### src/verilog/sfi_pkg.sv
package sfi_pkg;

  ////////////////////////////////////////////////////////////////////////////
  // clock and timing
  localparam int unsigned CLK_MHZ      = 40;        // system clock rate
  localparam int unsigned POWERUP_NS   = 300000;    // powerup_interval
  localparam int unsigned RST_PULSE_NS = 200;       // reset_pulse_time, least
  localparam int unsigned RST_PROC_NS  = 35000;     // reset_process_time, least
  localparam int unsigned RST_HOLD_NS  = 50;        // reset_release_hold, least
  // least times round up to whole cycles
  localparam int unsigned POR_CYC_DEF  = (POWERUP_NS * CLK_MHZ + 999) / 1000;
  localparam int unsigned RP_CYC_DEF   = (RST_PULSE_NS * CLK_MHZ + 999) / 1000;
  localparam int unsigned RPH_CYC_DEF  = (RST_PROC_NS * CLK_MHZ + 999) / 1000;
  localparam int unsigned RH_CYC_DEF   = (RST_HOLD_NS * CLK_MHZ + 999) / 1000;
  localparam int unsigned CNT_W        = 24;        // timer width

  ////////////////////////////////////////////////////////////////////////////
  // lane widths and latency codes
  localparam logic [1:0] W_SINGLE = 2'h0;           // one lane
  localparam logic [1:0] W_DUAL   = 2'h1;           // lanes 0..1
  localparam logic [1:0] W_QUAD   = 2'h2;           // lanes 0..3
  localparam logic [5:0] LAT_CODE0 = 6'h08;         // latency cycles per code
  localparam logic [5:0] LAT_CODE1 = 6'h04;
  localparam logic [5:0] LAT_CODE2 = 6'h05;
  localparam logic [5:0] LAT_CODE3 = 6'h06;
  localparam logic [3:0] BYTE_BITS = 4'h8;          // bits per byte

  ////////////////////////////////////////////////////////////////////////////
  // interface states, one-hot
  typedef enum logic [8:0] {
    ST_POR   = 9'h001,                              // power-up interval
    ST_WRST  = 9'h002,                              // warm reset process
    ST_STBY  = 9'h004,                              // interface standby
    ST_INSTR = 9'h008,                              // instruction bits
    ST_DEC   = 9'h010,                              // format fetch
    ST_ADDR  = 9'h020,                              // address / mode input
    ST_LAT   = 9'h040,                              // latency cycles
    ST_DIN   = 9'h080,                              // data input
    ST_DOUT  = 9'h100                               // data output
  } sfi_state_t;

  ////////////////////////////////////////////////////////////////////////////
  // carriers
  typedef struct packed {
    logic       reset_n;                            // hardware reset, low active
    logic       cs_n;                               // chip select, low active
    logic       sck;                                // host serial clock
    logic [3:0] lane;                               // lane3..lane0 input levels
    logic       supply_low;                         // core below cut-off
  } sfi_pin_t;

  typedef struct packed {
    logic       ddr;                                // both-edge transfers
    logic [1:0] addr_w;                             // address lane width
    logic [5:0] addr_cyc;                           // address captures, 0 none
    logic [1:0] din_w;                              // data input width
    logic       out_en;                             // command returns data
    logic [1:0] out_w;                              // output lane width
  } sfi_fmt_t;

  typedef struct packed {
    logic       first;                              // first byte after instruction
    logic [7:0] data;                               // received byte
  } sfi_rx_t;

  // number of lanes for a width code
  function automatic logic [3:0] wbits(input logic [1:0] wc);
    case (wc)
      W_DUAL:  wbits = 4'h2;
      W_QUAD:  wbits = 4'h4;
      default: wbits = 4'h1;
    endcase
  endfunction

  // shift lanes into a byte, lane0 is the least significant
  function automatic logic [7:0] cap(input logic [7:0] sr, input logic [3:0] ln, input logic [1:0] wc);
    case (wc)
      W_DUAL:  cap = {sr[5:0], ln[1:0]};
      W_QUAD:  cap = {sr[3:0], ln};
      default: cap = {sr[6:0], ln[0]};
    endcase
  endfunction

endpackage

### src/verilog/sfi_fifo.sv
`timescale 1ns/1ps

// small circular buffer with valid/ready on both sides
module sfi_fifo #(
  parameter int unsigned WIDTH = 9,
  parameter int unsigned DEPTH = 2
) (
  input  wire logic             clk_sys,
  input  wire logic             sys_rst,
  input  wire logic [WIDTH-1:0] in_data,
  input  wire logic             in_valid,
  output logic                  in_ready,
  output logic [WIDTH-1:0]      out_data,
  output logic                  out_valid,
  input  wire logic             out_ready
);

  localparam int unsigned AW = (DEPTH > 1) ? $clog2(DEPTH) : 1;

  typedef struct packed {
    logic [DEPTH-1:0][WIDTH-1:0] mem;               // entries
    logic [AW-1:0]               wp;                // write index
    logic [AW-1:0]               rp;                // read index
    logic [AW:0]                 cnt;               // fill level
  } sfi_fifo_st_t;

  sfi_fifo_st_t s_r;
  sfi_fifo_st_t s_nxt;
  logic         push;
  logic         pop;

  ////////////////////////////////////////////////////////////////////////////
  // handshakes and next state
  always_comb
  begin
    in_ready  = (s_r.cnt != (AW+1)'(DEPTH));
    out_valid = (s_r.cnt != '0);
    out_data  = s_r.mem[s_r.rp];
    push      = in_valid & in_ready;
    pop       = out_valid & out_ready;
    s_nxt     = s_r;
    if (push)
    begin
      s_nxt.mem[s_r.wp] = in_data;
      s_nxt.wp = (s_r.wp == AW'(DEPTH - 1)) ? '0 : s_r.wp + AW'(1);
    end
    if (pop)
    begin
      s_nxt.rp = (s_r.rp == AW'(DEPTH - 1)) ? '0 : s_r.rp + AW'(1);
    end
    // level moves only when exactly one side acts
    if (push && !pop)
    begin
      s_nxt.cnt = s_r.cnt + (AW+1)'(1);
    end
    else if (pop && !push)
    begin
      s_nxt.cnt = s_r.cnt - (AW+1)'(1);
    end
  end

  // state register
  always_ff @(posedge clk_sys or posedge sys_rst)
  begin
    if (sys_rst)
    begin
      s_r <= '0;
    end
    else
    begin
      s_r <= s_nxt;
    end
  end

endmodule // sfi_fifo

### src/verilog/sfi_iface.sv
`timescale 1ns/1ps

// Overview of operation
// - standby ignores all but reset and select fall, lanes float
// - chip select fall starts instruction cycle
// - power-up interval ignores inputs, drives nothing
// - warm reset needs pulse, process, release hold
// - low supply blocks any new command
// - single latency: no drive, input ignored
// - dual latency: no lane driven
// - quad latency: no lane driven
// - quad page program address on lane0 only
// - DDR latency: device leaves lanes floating
// - DDR single output on lane1 only
// - DDR quad output drives all until deselect
// - eight instruction bits, msb first, rising edges
// - lane3 low pauses when quad disabled
// - latency count from two-bit latency code
// - DDR commands ignore pause function
module sfi_iface #(
  parameter int unsigned POR_CYC = sfi_pkg::POR_CYC_DEF,
  parameter int unsigned RP_CYC  = sfi_pkg::RP_CYC_DEF,
  parameter int unsigned RPH_CYC = sfi_pkg::RPH_CYC_DEF,
  parameter int unsigned RH_CYC  = sfi_pkg::RH_CYC_DEF
) (
  input  wire logic             clk_sys,
  input  wire logic             sys_rst,
  input  wire sfi_pkg::sfi_pin_t pins_in,
  output logic [3:0]            lane_out,
  output logic [3:0]            lane_oe,
  input  wire logic             quad_enable,
  input  wire logic [1:0]       latency_code,
  output logic [7:0]            instr_byte,
  output logic                  instr_valid,
  input  wire sfi_pkg::sfi_fmt_t fmt_in,
  output sfi_pkg::sfi_rx_t      rx_data,
  output logic                  rx_valid,
  input  wire logic             rx_ready,
  output logic                  overrun,
  input  wire logic [7:0]       tx_data,
  output logic                  tx_take,
  output sfi_pkg::sfi_state_t   if_state
);

  typedef struct packed {
    sfi_pkg::sfi_state_t       st;                  // interface state
    sfi_pkg::sfi_pin_t         meta;                // first sync stage
    sfi_pkg::sfi_pin_t         sync;                // second sync stage
    logic                      sck_prev;            // for edge detect
    logic                      cs_prev;             // for select edge
    logic [7:0]                in_sr;               // input shifter
    logic [3:0]                bit_cnt;             // bits in shifter
    logic                      first;               // next byte is first
    logic [5:0]                cyc;                 // phase edge count
    sfi_pkg::sfi_fmt_t         fmt;                 // current format
    logic [7:0]                out_sr;              // output shifter
    logic [3:0]                out_left;            // bits left in shifter
    logic [3:0]                lo;                  // lane levels
    logic [3:0]                oe;                  // lane enables
    logic [7:0]                instr;               // last instruction
    logic                      iv;                  // instruction pulse
    logic                      ovr;                 // byte dropped
    logic [sfi_pkg::CNT_W-1:0] por_cnt;             // power-up timer
    logic [sfi_pkg::CNT_W-1:0] lo_cnt;              // reset low timer
    logic [sfi_pkg::CNT_W-1:0] proc_cnt;            // reset process timer
    logic [sfi_pkg::CNT_W-1:0] hold_cnt;            // release hold timer
  } sfi_st_t;

  sfi_st_t          s_r;
  sfi_st_t          s_nxt;
  logic             rise;                           // qualified sck rise
  logic             fall;                           // qualified sck fall
  logic             in_cmd;                         // command in flight
  logic             hold_act;                       // pause in force
  logic             do_cap;                         // capture this cycle
  logic [1:0]       cap_w;                          // capture width
  logic             do_shift;                       // drive next bits
  logic             push;                           // byte complete
  logic [3:0]       nbits;                          // bits after capture
  logic [5:0]       lat;                            // latency cycles
  logic [8:0]       fifo_in;                        // buffer input word
  logic             fifo_rdy;                       // buffer has room
  logic [8:0]       fifo_out;                       // buffer output word

  localparam logic [sfi_pkg::CNT_W-1:0] CNT_ONE = sfi_pkg::CNT_W'(1);

  // latency code lookup
  function automatic logic [5:0] lat_of(input logic [1:0] code);
    case (code)
      2'h1:    lat_of = sfi_pkg::LAT_CODE1;
      2'h2:    lat_of = sfi_pkg::LAT_CODE2;
      2'h3:    lat_of = sfi_pkg::LAT_CODE3;
      default: lat_of = sfi_pkg::LAT_CODE0;
    endcase
  endfunction

  // lanes owned by the device in a state
  function automatic logic [3:0] oe_of(input sfi_pkg::sfi_state_t st, input sfi_pkg::sfi_fmt_t f);
    oe_of = 4'h0;
    if (st == sfi_pkg::ST_DOUT)
    begin
      case (f.out_w)
        sfi_pkg::W_DUAL: oe_of = 4'h3;
        sfi_pkg::W_QUAD: oe_of = 4'hf;
        default:         oe_of = 4'h2;
      endcase
    end
  endfunction

  ////////////////////////////////////////////////////////////////////////////
  // next-state logic
  always_comb
  begin
    s_nxt      = s_r;
    s_nxt.meta = pins_in;
    s_nxt.sync = s_r.meta;
    s_nxt.sck_prev = s_r.sync.sck;
    s_nxt.cs_prev  = s_r.sync.cs_n;
    s_nxt.iv   = 1'b0;
    in_cmd = (s_r.st == sfi_pkg::ST_INSTR) || (s_r.st == sfi_pkg::ST_DEC) || (s_r.st == sfi_pkg::ST_ADDR)
          || (s_r.st == sfi_pkg::ST_LAT) || (s_r.st == sfi_pkg::ST_DIN) || (s_r.st == sfi_pkg::ST_DOUT);
    hold_act = in_cmd && !quad_enable && !s_r.fmt.ddr && !s_r.sync.lane[3];
    rise     = s_r.sync.sck && !s_r.sck_prev && !hold_act;
    fall     = !s_r.sync.sck && s_r.sck_prev && !hold_act;
    lat      = lat_of(latency_code);
    do_cap   = 1'b0;
    cap_w    = sfi_pkg::W_SINGLE;
    do_shift = 1'b0;
    push     = 1'b0;
    nbits    = s_r.bit_cnt;
    tx_take  = 1'b0;
    case (s_r.st)
      sfi_pkg::ST_POR:
      begin
        s_nxt.por_cnt = s_r.por_cnt + CNT_ONE;
        if (s_r.por_cnt >= sfi_pkg::CNT_W'(POR_CYC - 1))
        begin
          s_nxt.st = sfi_pkg::ST_STBY;
        end
      end
      // process time and release hold both needed
      sfi_pkg::ST_WRST:
      begin
        if (s_r.proc_cnt < sfi_pkg::CNT_W'(RPH_CYC))
        begin
          s_nxt.proc_cnt = s_r.proc_cnt + CNT_ONE;
        end
        if (!s_r.sync.reset_n)
        begin
          s_nxt.hold_cnt = '0;
        end
        else if (s_r.hold_cnt < sfi_pkg::CNT_W'(RH_CYC))
        begin
          s_nxt.hold_cnt = s_r.hold_cnt + CNT_ONE;
        end
        if (s_r.proc_cnt >= sfi_pkg::CNT_W'(RPH_CYC) && s_r.hold_cnt >= sfi_pkg::CNT_W'(RH_CYC))
        begin
          s_nxt.st = sfi_pkg::ST_STBY;
        end
      end
      // standby waits for a select fall or a reset pulse
      sfi_pkg::ST_STBY:
      begin
        s_nxt.fmt = '0;
        // low supply keeps the port idle
        if (!s_r.sync.cs_n && s_r.cs_prev && !s_r.sync.supply_low)
        begin
          s_nxt.st      = sfi_pkg::ST_INSTR;
          s_nxt.bit_cnt = 4'h0;
          s_nxt.cyc     = 6'h00;
          s_nxt.ovr     = 1'b0;
          s_nxt.first   = 1'b1;
          s_nxt.out_left = 4'h0;
        end
      end
      // eight bits on lane0, msb first
      sfi_pkg::ST_INSTR:
      begin
        if (rise)
        begin
          s_nxt.in_sr = sfi_pkg::cap(s_r.in_sr, s_r.sync.lane, sfi_pkg::W_SINGLE);
          s_nxt.bit_cnt = s_r.bit_cnt + 4'h1;
          if (s_r.bit_cnt == sfi_pkg::BYTE_BITS - 4'h1)
          begin
            s_nxt.instr   = s_nxt.in_sr;
            s_nxt.iv      = 1'b1;
            s_nxt.bit_cnt = 4'h0;
            s_nxt.st      = sfi_pkg::ST_DEC;
          end
        end
      end
      // take the format the decoder gives for this instruction
      sfi_pkg::ST_DEC:
      begin
        s_nxt.fmt = fmt_in;
        s_nxt.cyc = 6'h00;
        if (fmt_in.addr_cyc != 6'h00)
        begin
          s_nxt.st = sfi_pkg::ST_ADDR;
        end
        else if (fmt_in.out_en)
        begin
          s_nxt.st = sfi_pkg::ST_LAT;
        end
        else
        begin
          s_nxt.st = sfi_pkg::ST_DIN;
        end
      end
      sfi_pkg::ST_ADDR:
      begin
        do_cap = rise || (s_r.fmt.ddr && fall);
        cap_w  = s_r.fmt.addr_w;
        if (do_cap)
        begin
          s_nxt.cyc = s_r.cyc + 6'h01;
          if (s_nxt.cyc == s_r.fmt.addr_cyc)
          begin
            s_nxt.cyc = 6'h00;
            if (!s_r.fmt.out_en)
            begin
              s_nxt.st = sfi_pkg::ST_DIN;
            end
            else if (s_r.fmt.ddr && fall && lat == 6'h00)
            begin
              s_nxt.st = sfi_pkg::ST_DOUT;
              do_shift = 1'b1;
            end
            else
            begin
              s_nxt.st = sfi_pkg::ST_LAT;
            end
          end
        end
      end
      sfi_pkg::ST_LAT:
      begin
        if (fall)
        begin
          if (s_r.cyc == lat)
          begin
            s_nxt.st = sfi_pkg::ST_DOUT;
            do_shift = 1'b1;
          end
          else
          begin
            s_nxt.cyc = s_r.cyc + 6'h01;
          end
        end
      end
      // host drives the data lanes here
      sfi_pkg::ST_DIN:
      begin
        do_cap = rise || (s_r.fmt.ddr && fall);
        cap_w  = s_r.fmt.din_w;
      end
      sfi_pkg::ST_DOUT:
      begin
        do_shift = fall || (s_r.fmt.ddr && rise);
      end
      default:
      begin
        s_nxt.st = sfi_pkg::ST_STBY;
      end
    endcase
    // capture input lanes, hand full bytes to the buffer
    if (do_cap)
    begin
      s_nxt.in_sr = sfi_pkg::cap(s_r.in_sr, s_r.sync.lane, cap_w);
      nbits = s_r.bit_cnt + sfi_pkg::wbits(cap_w);
      s_nxt.bit_cnt = nbits;
      if (nbits >= sfi_pkg::BYTE_BITS)
      begin
        push = 1'b1;
        s_nxt.bit_cnt = 4'h0;
        s_nxt.first = 1'b0;
        // no room: word is lost and flagged
        if (!fifo_rdy)
        begin
          s_nxt.ovr = 1'b1;
        end
      end
    end
    // drive the next group of output bits, msb first
    if (do_shift)
    begin
      s_nxt.out_sr = s_r.out_sr;
      s_nxt.out_left = s_r.out_left;
      if (s_r.out_left == 4'h0)
      begin
        tx_take = 1'b1;
        s_nxt.out_sr = tx_data;
        s_nxt.out_left = sfi_pkg::BYTE_BITS;
      end
      case (s_r.fmt.out_w)
        sfi_pkg::W_DUAL: s_nxt.lo = {2'h0, s_nxt.out_sr[7:6]};
        sfi_pkg::W_QUAD: s_nxt.lo = s_nxt.out_sr[7:4];
        default:         s_nxt.lo = {2'h0, s_nxt.out_sr[7], 1'b0};
      endcase
      s_nxt.out_sr   = s_nxt.out_sr << sfi_pkg::wbits(s_r.fmt.out_w);
      s_nxt.out_left = s_nxt.out_left - sfi_pkg::wbits(s_r.fmt.out_w);
    end
    if (in_cmd && s_r.sync.cs_n)
    begin
      s_nxt.st = sfi_pkg::ST_STBY;
    end
    // reset pulse must last its least time
    if (!s_r.sync.reset_n && s_r.st != sfi_pkg::ST_POR)
    begin
      if (s_r.lo_cnt < sfi_pkg::CNT_W'(RP_CYC))
      begin
        s_nxt.lo_cnt = s_r.lo_cnt + CNT_ONE;
      end
      if (s_nxt.lo_cnt >= sfi_pkg::CNT_W'(RP_CYC) && s_r.st != sfi_pkg::ST_WRST)
      begin
        s_nxt.st       = sfi_pkg::ST_WRST;
        s_nxt.proc_cnt = '0;
        s_nxt.hold_cnt = '0;
      end
    end
    else
    begin
      s_nxt.lo_cnt = '0;
    end
    // enables follow the state, off in pause
    s_nxt.oe = hold_act ? 4'h0 : oe_of(s_nxt.st, s_nxt.fmt);
  end

  // state register
  always_ff @(posedge clk_sys or posedge sys_rst)
  begin
    if (sys_rst)
    begin
      s_r      <= '0;
      s_r.st   <= sfi_pkg::ST_POR;
      s_r.meta <= '1;
      s_r.sync <= '1;
      s_r.sck_prev <= 1'b1;
      s_r.cs_prev  <= 1'b1;
    end
    else
    begin
      s_r <= s_nxt;
    end
  end

  ////////////////////////////////////////////////////////////////////////////
  // received-byte buffer
  assign fifo_in = {s_r.first, s_nxt.in_sr};

  sfi_fifo #(
    .WIDTH (9),
    .DEPTH (2)
  ) u_rx_buf (
    .clk_sys   (clk_sys),
    .sys_rst   (sys_rst),
    .in_data   (fifo_in),
    .in_valid  (push),
    .in_ready  (fifo_rdy),
    .out_data  (fifo_out),
    .out_valid (rx_valid),
    .out_ready (rx_ready)
  );

  // outputs
  assign rx_data     = sfi_pkg::sfi_rx_t'(fifo_out);
  assign lane_out    = s_r.lo;
  assign lane_oe     = s_r.oe;
  assign instr_byte  = s_r.instr;
  assign instr_valid = s_r.iv;
  assign overrun     = s_r.ovr;
  assign if_state    = s_r.st;

endmodule // sfi_iface

### config.mk
export PLATFORM = sky130hd
export DESIGN_NAME = sfi_iface
export DESIGN_NICKNAME = d
export VERILOG_FILES = /design/src/verilog/sfi_pkg.sv /design/src/verilog/sfi_fifo.sv /design/src/verilog/sfi_iface.sv
export SDC_FILE = /design/constraint.sdc
export NUM_CORES = 1
export LEC_CHECK = 0
export ABC_AREA = 0
export BUFFER_PORTS_ARGS = -buffer_cell sky130_fd_sc_hd__buf_2
export CAP_MARGIN = 10
export CELL_PAD_IN_SITES_DETAIL_PLACEMENT = 1
export CELL_PAD_IN_SITES_GLOBAL_PLACEMENT = 1
export CORE_UTILIZATION = 44
export CTS_CLUSTER_DIAMETER = 50
export CTS_CLUSTER_SIZE = 40
export DETAILED_ROUTE_END_ITERATION = 6
export GPL_TIMING_DRIVEN = 0
export HOLD_SLACK_MARGIN = 0.03
export PLACE_DENSITY_LB_ADDON = 0.12
export SETUP_SLACK_MARGIN = 0.4
export SYNTH_ARGS = -nofsm -noshare
export SYNTH_HDL_FRONTEND = slang
export SYNTH_SLANG_ARGS = --single-unit
### constraint.sdc
create_clock -name clk_sys -period 6.87 [get_ports clk_sys]
set_input_delay 1.0305 -clock clk_sys [delete_from_list [all_inputs] [get_ports clk_sys]]
set_output_delay 1.0305 -clock clk_sys [all_outputs]
set_load 0.1 [all_outputs]
==> results of run 1 <==
-- how the worst min path moves through the flow --
stage | endpoint
floorplan | s_nxt[159]
global placement | s_r[162]
detailed placement | s_r[162]
CTS | s_r[162]
global route | s_r[168]
finish | s_nxt[159]
-- synth_stat cells, drive strengths merged (6+ instances only) --
cell type / count
ha: 22
buf: 32
nand3: 33
mux2i: 18
a211oi: 9
o22ai: 8
o211ai: 6
and3: 12
dfstp: 19
nand2: 53
o21ai: 23
clkbuf: 29
or4: 9
inv: 26
xnor2: 32
nand4: 13
nor2: 67
nand2b: 17
mux2: 26
or2: 6
a21oi: 22
or3: 7
and2: 61
o21a: 6
a22o: 21
o31ai: 15
a21o: 8
nor2b: 12
nor4: 20
dfrtp: 188
xor2: 19
nor3: 20
-- power groups by stage --
stage               logic, W  clock network, W  registers (W)
floorplan           0.000302                 0        0.00134
CTS                 0.000427           0.00151        0.00133
global placement    0.000405                 0        0.00135
finish              0.000425           0.00147        0.00133
global route        0.000470           0.00155        0.00134
detailed placement  0.000423                 0        0.00135
-- flip-flops by register name (all words and copies together), names as in the netlist --
signal,cells
s_r,148
lane_out,4
s_nxt,10
if_state,9
instr_byte,8
overrun,1
instr_valid,1
fifo_in,1
u_rx_buf.s_r,22
lane_oe,3
-- worst register-to-register path, delay by kind of cell (launching register included) --
| family | cells | cell delay, ns |
|---|---|---|
| XOR/XNOR | 1 | 0.24 |
| AO/OA/AOI/OAI | 4 | 0.96 |
| adder cells (fa/ha/maj) | 2 | 0.67 |
| flip-flops | 1 | 0.37 |
| buffers and inverters | 3 | 0.76 |
| AND/OR/NAND/NOR | 5 | 1.73 |
-- per-layer routing --
| metal | GRT usage (%) | vias to the layer above | share of wire [%] |
|---|---|---|---|
| li1 | - | 3432 | - |
| met1 | 28.7 | 3558 | 47 |
| met2 | 34.7 | 102 | 47 |
| met3 | 3.26 | 30 | 3.6 |
| met4 | 5.54 | 0 | 2.1 |
| met5 | 0 | - | 0 |
-- logic make-up (layout without fill, tap and decap cells) --
family | Yosys count | count (layout) | synth area share, %
simple gates | 349 | 349 | 19.4
flops | 207 | 207 | 52.7
compound gates | 150 | 150 | 10.9
buf+inv | 87 | 216 | 4.41
xor+xnor | 51 | 51 | 4.53
mux | 44 | 44 | 4.79
fa+ha+maj | 24 | 24 | 3.20
-- layout by cell type (no fill, tap or decap), drive strengths merged, types with 5 or more instances in the layout --
| master | count |
|---|---|
| dfrtp | 188 |
| buf | 111 |
| nor2 | 67 |
| and2 | 61 |
| clkbuf | 59 |
| nand2 | 53 |
| nand3 | 33 |
| xnor2 | 32 |
| inv | 31 |
| mux2 | 26 |
| o21ai | 23 |
| ha | 22 |
| a21oi | 22 |
| a22o | 21 |
| nor3 | 20 |
| nor4 | 20 |
| xor2 | 19 |
| dfstp | 19 |
| mux2i | 18 |
| nand2b | 17 |
| o31ai | 15 |
| nand4 | 13 |
| and3 | 12 |
| nor2b | 12 |
| a211oi | 9 |
| or4 | 9 |
| a21o | 8 |
| o22ai | 8 |
| or3 | 7 |
| or2 | 6 |
| o211ai | 6 |
| o21a | 6 |
| clkinvlp | 6 |
| clkinv | 6 |
| and4 | 5 |
-- final cells by class --
| type | count | area, sq um | area share [%] |
|---|---|---|---|
| multi-input cells | 618 | 4230 | 36.2 |
| well taps | 280 | 350 | 3.00 |
| repair buffers | 79 | 493 | 4.22 |
| flip-flops and latches | 207 | 5200 | 44.5 |
| clock buffers | 30 | 697 | 5.97 |
| inverters | 26 | 101 | 0.868 |
| plain buffers | 61 | 338 | 2.89 |
| clock inverters | 20 | 269 | 2.30 |
-- stage by stage --
step	hold slack, ns	cells	util (%)	instance area, sq um
6_report	0.356	1321	53.4	11700
5_1_grt	0.358	1321	53.4	11700
4_1_cts	0.357	1321	53.4	11700
3_5_place_dp	0.348	1271	48.9	10700
3_3_place_gp	0.346	1265	48.4	10600
2_1_floorplan	0.345	912	-	9870
==> metrics.yaml, run 1 <==
grt-ovfl-total: 0
layout-drive-gt1-share_pct: 21.5
min_period_over_period_pct: 70.1
async_flop_share_pct: 100
switchingPower_w: 0.000938
drtPass1Iterations: 4
syn_avg_cell_area_sq_um: 10.8
vdd_drop_max_v: 0.000183
status: "finished, final reports clean"
post-place-ws_ns: 2.05
cts.sinks: 207
finalWorstSetupSlack_ns: 2.05
hold_path.class: "reg2reg"
cp-end-kind: "flip-flop"
drcViolationCount: 0
synth_cell_types: 69
internal_power_w: 0.00229
reg2reg_depth: 15
setup_viol: 0
leakagePower_nw: 5.69
core_area_sq_um: 21900
cts_tree: "built"
crit_chain: "clkbuf_1, nor2_1, nand2_1, nor4b_1, a22oi_1, ha_1, ha_1, a21o_1, a21oi_1, xnor2_1, nand3_1, or4_1, clkbuf_1, clkbuf_1, o31ai_1"
route.vias.total: 7122
finish.net_count: 1080
drt_iter0_drc: 271
dp_hpwl_mm: 16.4
wire_per_inst_microns: 17.6
cts-root-buf: "clkbuf_16"
clockPowerShare_pct: 45.5
cts_resized: 0
worst_path_largest_cell_delay_ns: 0.66
yosys_warnings: 0
cp_num_buf_inv: 3
worstHoldStart: "s_nxt[167]"
fin_crit_ns: 4.82
yosysTopAreaCell: "dfrtp_1"
slowest_stage: "nor4b_1"
clockBufferDepth: 3
reg2reg_to: "u_rx_buf.s_r[16]"
die_h_microns: 152
cts_buffers: 27
rsz0062_at_grt: "no"
relSlewSlack_pct: 29.1
cts_setup_buffers: 0
initial_core_util_pct: 45.1
clock_latency_ns: 0.54
syn_to_final_growth_pct: 18.4
final_max_slew_viol_count: 0
grt_pass1_vias: 7445
vias_per_cell: 5.39
r2r_start: "if_state[8]"
gp_congestion: 0.763
io_buffers: 73
grt_pass1_wl_mm: 38.3
clk_pin_slew_ns: 0.06
cp_num_cells: 15
p_total_w: 0.00323
critPathArrivalTime_ns: 5.24
grt_max_degree: 44
die_w_microns: 152
crit_family: "simple AND/OR/NAND/NOR gates"
final.setup.tns_ns: 0
cts_max_level: 1
ios: 74
synth_edf_count: 0
yosys_register_bits: 207
syn-num-nets: 972
tightestPinTransition_ns: 1.05
skew_ns: 0.0190
antenna_found_initial: 0
synth_top_area_share_pct: 47.7
rows: 54
crit_path_max_fanout: 10
path_common_cell: "clkbuf_1"
cp-endpoint: "u_rx_buf.s_r[16]"
grt_usage_pct: 21.0
p_comb_share_pct: 13.2
reg2reg_slack_ns: 2.05
power_density_nw_per_um2: 276
detail-route-antenna-nets: 0
min_path_cells: 0
routed_wl_mm: 23.2
synthesis.area_sq_um: 9870
yosysSeqAreaShare_pct: 52.7
fill_cells: 2439
synth_area_leaders: "dfrtp_1 (48%), dfstp_2 (5.1%), and2_1 (3.9%)"
seq_power_share_pct: 41.3
netSwitchingFraction_pct: 29.1
cap_violations: 0
die_area_sq_um: 23000
fmax_mhz: 208
hold_viol: 0
cts_hold_buf: 0
n_antenna_cell: 0
crit_start: "if_state[8]"
synth_ff_type: "dfrtp_1"
required_ns: 7.30
path_class: "reg2reg"
synthCells: 912
start_kind: "flip-flop"
(Power assumes the default switching activity.)
==> inputs of run 2 (changes only) <==
==> constraint.sdc (replaced) <==
create_clock -name clk_sys -period 4.1 [get_ports clk_sys]
set_input_delay 0.615 -clock clk_sys [delete_from_list [all_inputs] [get_ports clk_sys]]
set_output_delay 0.615 -clock clk_sys [all_outputs]
set_load 0.1 [all_outputs]
==> metrics.yaml, run 2 (synthesis results as in run 1) <==
final_max_slew_viol_count: 0
fin_crit_ns: 3.75
top_register: "s_r"
grt_pass1_wl_mm: 39.5
crit_chain: "buf_6, or3_4, nor2_4, and4b_1, clkbuf_8, a22oi_2, buf_6, ha_4, ha_4, a21o_1, a21oi_2, xnor2_2, buf_4, nand4_1, nor2_2, ha_4, xor2_1, nor2_2, xor2_1"
grt_usage_pct: 21.6
crit_family: "simple AND/OR/NAND/NOR gates"
cts.sinks: 207
gp_congestion: 0.761
setup_viol: 0
initial_core_util_pct: 45.1
fmax_mhz: 267
layout_common_cells: "dfrtp_1 (186), buf_2 (75), nor2_1 (63), and2_1 (60), buf_4 (46)"
cts-root-buf: "clkbuf_16"
cts_max_level: 1
die_w_microns: 152
relSlewSlack_pct: 29.2
slowest_stage: "or3_4"
routed_wl_mm: 24.8
min_period_over_period_pct: 91.4
hold_path.class: "in2reg"
status: "finished, final reports clean"
crit_path_max_fanout: 6
final_cell_area_sq_um: 12200
finish.net_count: 1100
ios: 74
layout_commonest_cell: "dfrtp_1"
min_path_cells: 1
start_kind: "flip-flop"
route.vias.total: 7383
grt_max_degree: 42
tightestPinTransition_ns: 1.05
wire_per_inst_microns: 18.5
postPlaceCellArea_sq_um: 10700
cap_violations: 0
vias_per_cell: 5.51
drcViolationCount: 0
die_h_microns: 152
finalCoreUtilization_pct: 55.7
clock_latency_ns: 0.53
path_class: "reg2reg"
cp_num_cells: 19
cp_num_buf_inv: 4
drtPass1Iterations: 4
clk_pin_slew_ns: 0.07
io_buffers: 73
skew_ns: 0.0194
leakagePower_nw: 5.88
required_ns: 4.52
largest_register_ffs: 148
rows: 54
power_density_nw_per_um2: 432
n_antenna_cell: 0
antenna_found_initial: 0
cts_buffers: 25
vdd_drop_max_v: 0.000401
critPathArrivalTime_ns: 4.17
hold_viol: 0
core_area_sq_um: 21900
cts_tree: "built"
worst_path_largest_cell_delay_ns: 0.40
detail-route-antenna-nets: 0
syn_to_final_growth_pct: 23.5
die_area_sq_um: 23000
rsz0062_at_grt: "yes"
cp-end-kind: "flip-flop"
clockBufferDepth: 3
dp_hpwl_mm: 16.7
layout-drive-gt1-share_pct: 27.5
drt_iter0_drc: 249
grt_pass1_vias: 7646
reg2reg_depth: 19
path_common_cell: "ha_4"
grt-ovfl-total: 0
-- run 2: changes by cell type in the layout (fill, tap and decap cells not counted), sizes merged --
| cell | change |
|---|---|
| clkbuf | -5 |
| inv | +6 |
| buf | +24 |
| clkinvlp | -3 |
| clkinv | -1 |
| bufinv | -3 |
-- run 2: final cells by class --
| class | instances | area, sq um |
|---|---|---|
| repair buffers | 101 | 692 |
| plain buffers | 61 | 420 |
| flip-flops and latches | 207 | 5210 |
| fillers | 2322 | 9700 |
| clock inverters | 19 | 200 |
| clock buffers | 27 | 633 |
| well taps | 280 | 350 |
| multi-input cells | 618 | 4590 |
| inverters | 26 | 101 |
-- run 2: metal layers --
layer,global-route usage [%],part of all wire (%),up-vias
met5,0,0,-
met4,6.78,2.3,0
met3,2.78,3.1,38
met2,35.8,49,100
met1,29.3,45,3769
li1,-,-,3476
-- run 2: worst paths after layout --
path / startpoint / slack, ns / end
max: if_state[2] / 0.35 / u_rx_buf.s_r[1]
min: pins_in[6] / 0.17 / s_nxt[167]
max reg2reg: if_state[2] / 0.35 / u_rx_buf.s_r[1]
min reg2reg: s_nxt[167] / 0.36 / s_nxt[159]
max in group asynchronous: sys_rst / 2.83 / s_nxt[166]
min in group asynchronous: sys_rst / 0.26 / instr_byte[0]
-- run 2: what timing repair did --
| item | CTS | global route |
|---|---|---|
| buffers inserted | 11 | 10 |
| gates resized for setup | 43 | 59 |
| endpoints found under the setup margin | 34 | 25 |
| hold buffers | 0 | 0 |
| cloned | 0 | 2 |
| pin swaps | 10 | 15 |
-- run 2: power breakdown --
part / switching [W] / total (W) / internal (W) / leakage [nW]
clock: 0.00101 / 0.00220 / 0.00119 / 0.404
combinational: 0.000529 / 0.000824 / 0.000295 / 2.69
sequential: 0.000101 / 0.00224 / 0.00214 / 2.79
total: 0.00164 / 0.00527 / 0.00362 / 5.88
-- run 2: stage by stage --
stage	worst slack (ns)	hold slack [ns]	std cells	TNS [ns]	power, W
2_1_floorplan	0.428	0.345	912	0	0.00275
3_3_place_gp	-0.509	0.346	1265	-100.60	0.00295
3_5_place_dp	-0.658	0.350	1270	-10.78	0.00297
4_1_cts	0.407	0.152	1327	0	0.00524
5_1_grt	0.222	0.161	1339	0	0.00550
6_report	0.351	0.175	1339	0	0.00527
-- run 2: worst reg2reg max path: stages (launching register included) --
cell and delay (ns):
dfrtp_1 0.39, buf_6 0.14, or3_4 0.40, nor2_4 0.11, and4b_1 0.22, clkbuf_8 0.15
a22oi_2 0.08, buf_6 0.16, ha_4 0.23, ha_4 0.16, a21o_1 0.18, a21oi_2 0.17
xnor2_2 0.17, buf_4 0.17, nand4_1 0.16, nor2_2 0.22, ha_4 0.15, xor2_1 0.18
nor2_2 0.06, xor2_1 0.13
==> inputs of run 3 (changes only) <==
--- a/config.mk
+++ b/config.mk
@@ -17,6 +17,7 @@
 export GPL_TIMING_DRIVEN = 0
 export HOLD_SLACK_MARGIN = 0.03
 export PLACE_DENSITY_LB_ADDON = 0.12
+export RECOVER_POWER = 25
 export SETUP_SLACK_MARGIN = 0.4
 export SYNTH_ARGS = -nofsm -noshare
 export SYNTH_HDL_FRONTEND = slang
==> metrics.yaml, run 3 (synthesis results as in run 1) <==
routed_wl_mm: 24.8
die_area_sq_um: 23000
violations: "capacitance limit, slew limit"
layout_common_cells: "dfrtp_1 (186), buf_2 (73), nor2_1 (63), and2_1 (60), buf_4 (46)"
clk_pin_slew_ns: 0.07
cts_hold_buf: 0
crit_path_max_fanout: 6
initial_core_util_pct: 45.1
cts_buffers: 25
final_max_slew_viol_count: 138
hold_ws_ns: 0.175
hold_path.class: "in2reg"
clockBufferDepth: 3
tightestPinTransition_ns: 2.05
syn_to_final_growth_pct: 23.0
ios: 74
finish.net_count: 1100
p_total_w: 0.00526
vias_per_cell: 5.51
rows: 54
n_antenna_cell: 0
min_period_over_period_pct: 91.8
postPlaceCellArea_sq_um: 10700
io_buffers: 73
r2r_start: "if_state[2]"
grt-ovfl-total: 0
path_class: "reg2reg"
start_kind: "flip-flop"
hold_viol: 0
grt_pass1_wl_mm: 39.5
cp-endpoint: "u_rx_buf.s_r[1]"
reg2reg_to: "u_rx_buf.s_r[1]"
min_path_cells: 1
cp-end-kind: "flip-flop"
fin_crit_ns: 3.76
setup_viol: 0
reg2reg_depth: 19
reg2reg_slack_ns: 0.34
dp_hpwl_mm: 16.7
wire_per_inst_microns: 18.5
cts_tree: "built"
grt_max_degree: 42
finalCoreUtilization_pct: 55.4
drt_iter0_drc: 262
cts-root-buf: "clkbuf_16"
status: "complete, but fails checks"
drcViolationCount: 0
die_h_microns: 152
final.setup.tns_ns: 0
fmax_mhz: 266
skew_ns: 0.0186
fill_cells: 2334
largest_register_ffs: 148
critPathArrivalTime_ns: 4.18
layout_commonest_cell: "dfrtp_1"
antenna_found_initial: 0
drtPass1Iterations: 4
slowest_stage: "or3_4"
die_w_microns: 152
grt_pass1_vias: 7646
layout-drive-gt1-share_pct: 26.7
detail-route-antenna-nets: 0
crit_start: "if_state[2]"
final_cell_area_sq_um: 12100
cts.sinks: 207
grt_usage_pct: 21.6
route.vias.total: 7379
cap_violations: 4
vdd_drop_max_v: 0.000401
worst_path_largest_cell_delay_ns: 0.40
power_density_nw_per_um2: 433
core_area_sq_um: 21900
required_ns: 4.52
gp_congestion: 0.761
top_register: "s_r"
clock_latency_ns: 0.53
relSlewSlack_pct: -36.3
crit_chain: "buf_6, or3_4, nor2_4, and4b_1, clkbuf_8, a22oi_2, buf_6, ha_4, ha_4, a21o_1, a21oi_2, xnor2_2, buf_4, nand4_1, nor2_2, ha_4, xor2_1, nor2_2, xor2_1"
cts_max_level: 1
leakagePower_nw: 5.85
path_common_cell: "ha_4"
rsz0062_at_grt: "yes"
-- run 3: worst min path at each step --
stage / startpoint / end / slack, ns
finish: pins_in[6] / s_nxt[167] / 0.18
global route: pins_in[7] / s_nxt[168] / 0.16
CTS: pins_in[6] / s_nxt[167] / 0.15
detailed placement: s_nxt[167] / s_nxt[159] / 0.35
global placement: s_nxt[162] / s_r[162] / 0.35
floorplan: s_nxt[167] / s_nxt[159] / 0.35
-- run 3: layout make-up --
| type | count | area [sq um] | area share (%) |
|---|---|---|---|
| Timing Repair Buffer | 101 | 641 | 5.28 |
| Buffer | 61 | 420 | 3.46 |
| Inverter | 26 | 98.8 | 0.814 |
| Tap cell | 280 | 350 | 2.89 |
| Sequential cell | 207 | 5210 | 42.9 |
| Clock inverter | 19 | 200 | 1.65 |
| Clock buffer | 27 | 633 | 5.22 |
| Multi-Input combinational cell | 618 | 4590 | 37.8 |
-- run 3: critical path, delay by kind of cell, from the launching register on --
family,cells,cell delay (ns)
DFF,1,0.39
buffers and inverters,4,0.62
AOI/OAI and AO/OA,3,0.43
and+or+nand+nor,6,1.18
xor gates and xnor gates,3,0.48
adders and majority gates,3,0.54
-- run 3: repair_timing --
| item | in CTS | in global routing |
|---|---|---|
| buffers inserted | 11 | 10 |
| pin swaps | 10 | 15 |
| gates resized for setup | 43 | 59 |
| setup endpoints to repair | 34 | 25 |
| gates cloned | 0 | 2 |
-- run 3: per-stage QoR --
step,setup slack (ns),cells
5_1_grt,0.222,1339
2_1_floorplan,0.428,912
4_1_cts,0.407,1327
3_3_place_gp,-0.509,1265
3_5_place_dp,-0.658,1270
6_report,0.337,1339
-- run 3: where the power goes --
part           internal [W]  switching (W)
sequential          0.00214       0.000101
clock               0.00119        0.00101
combinational      0.000290       0.000527
-- run 3: per-layer routing --
metal  vias up  track usage [%]  wire [microns]
met3        38             2.78             785
met1      3754             29.3           11200
met4         0             6.78             563
met5         -                0               0
li1       3475                -               -
met2       112             35.8           12200
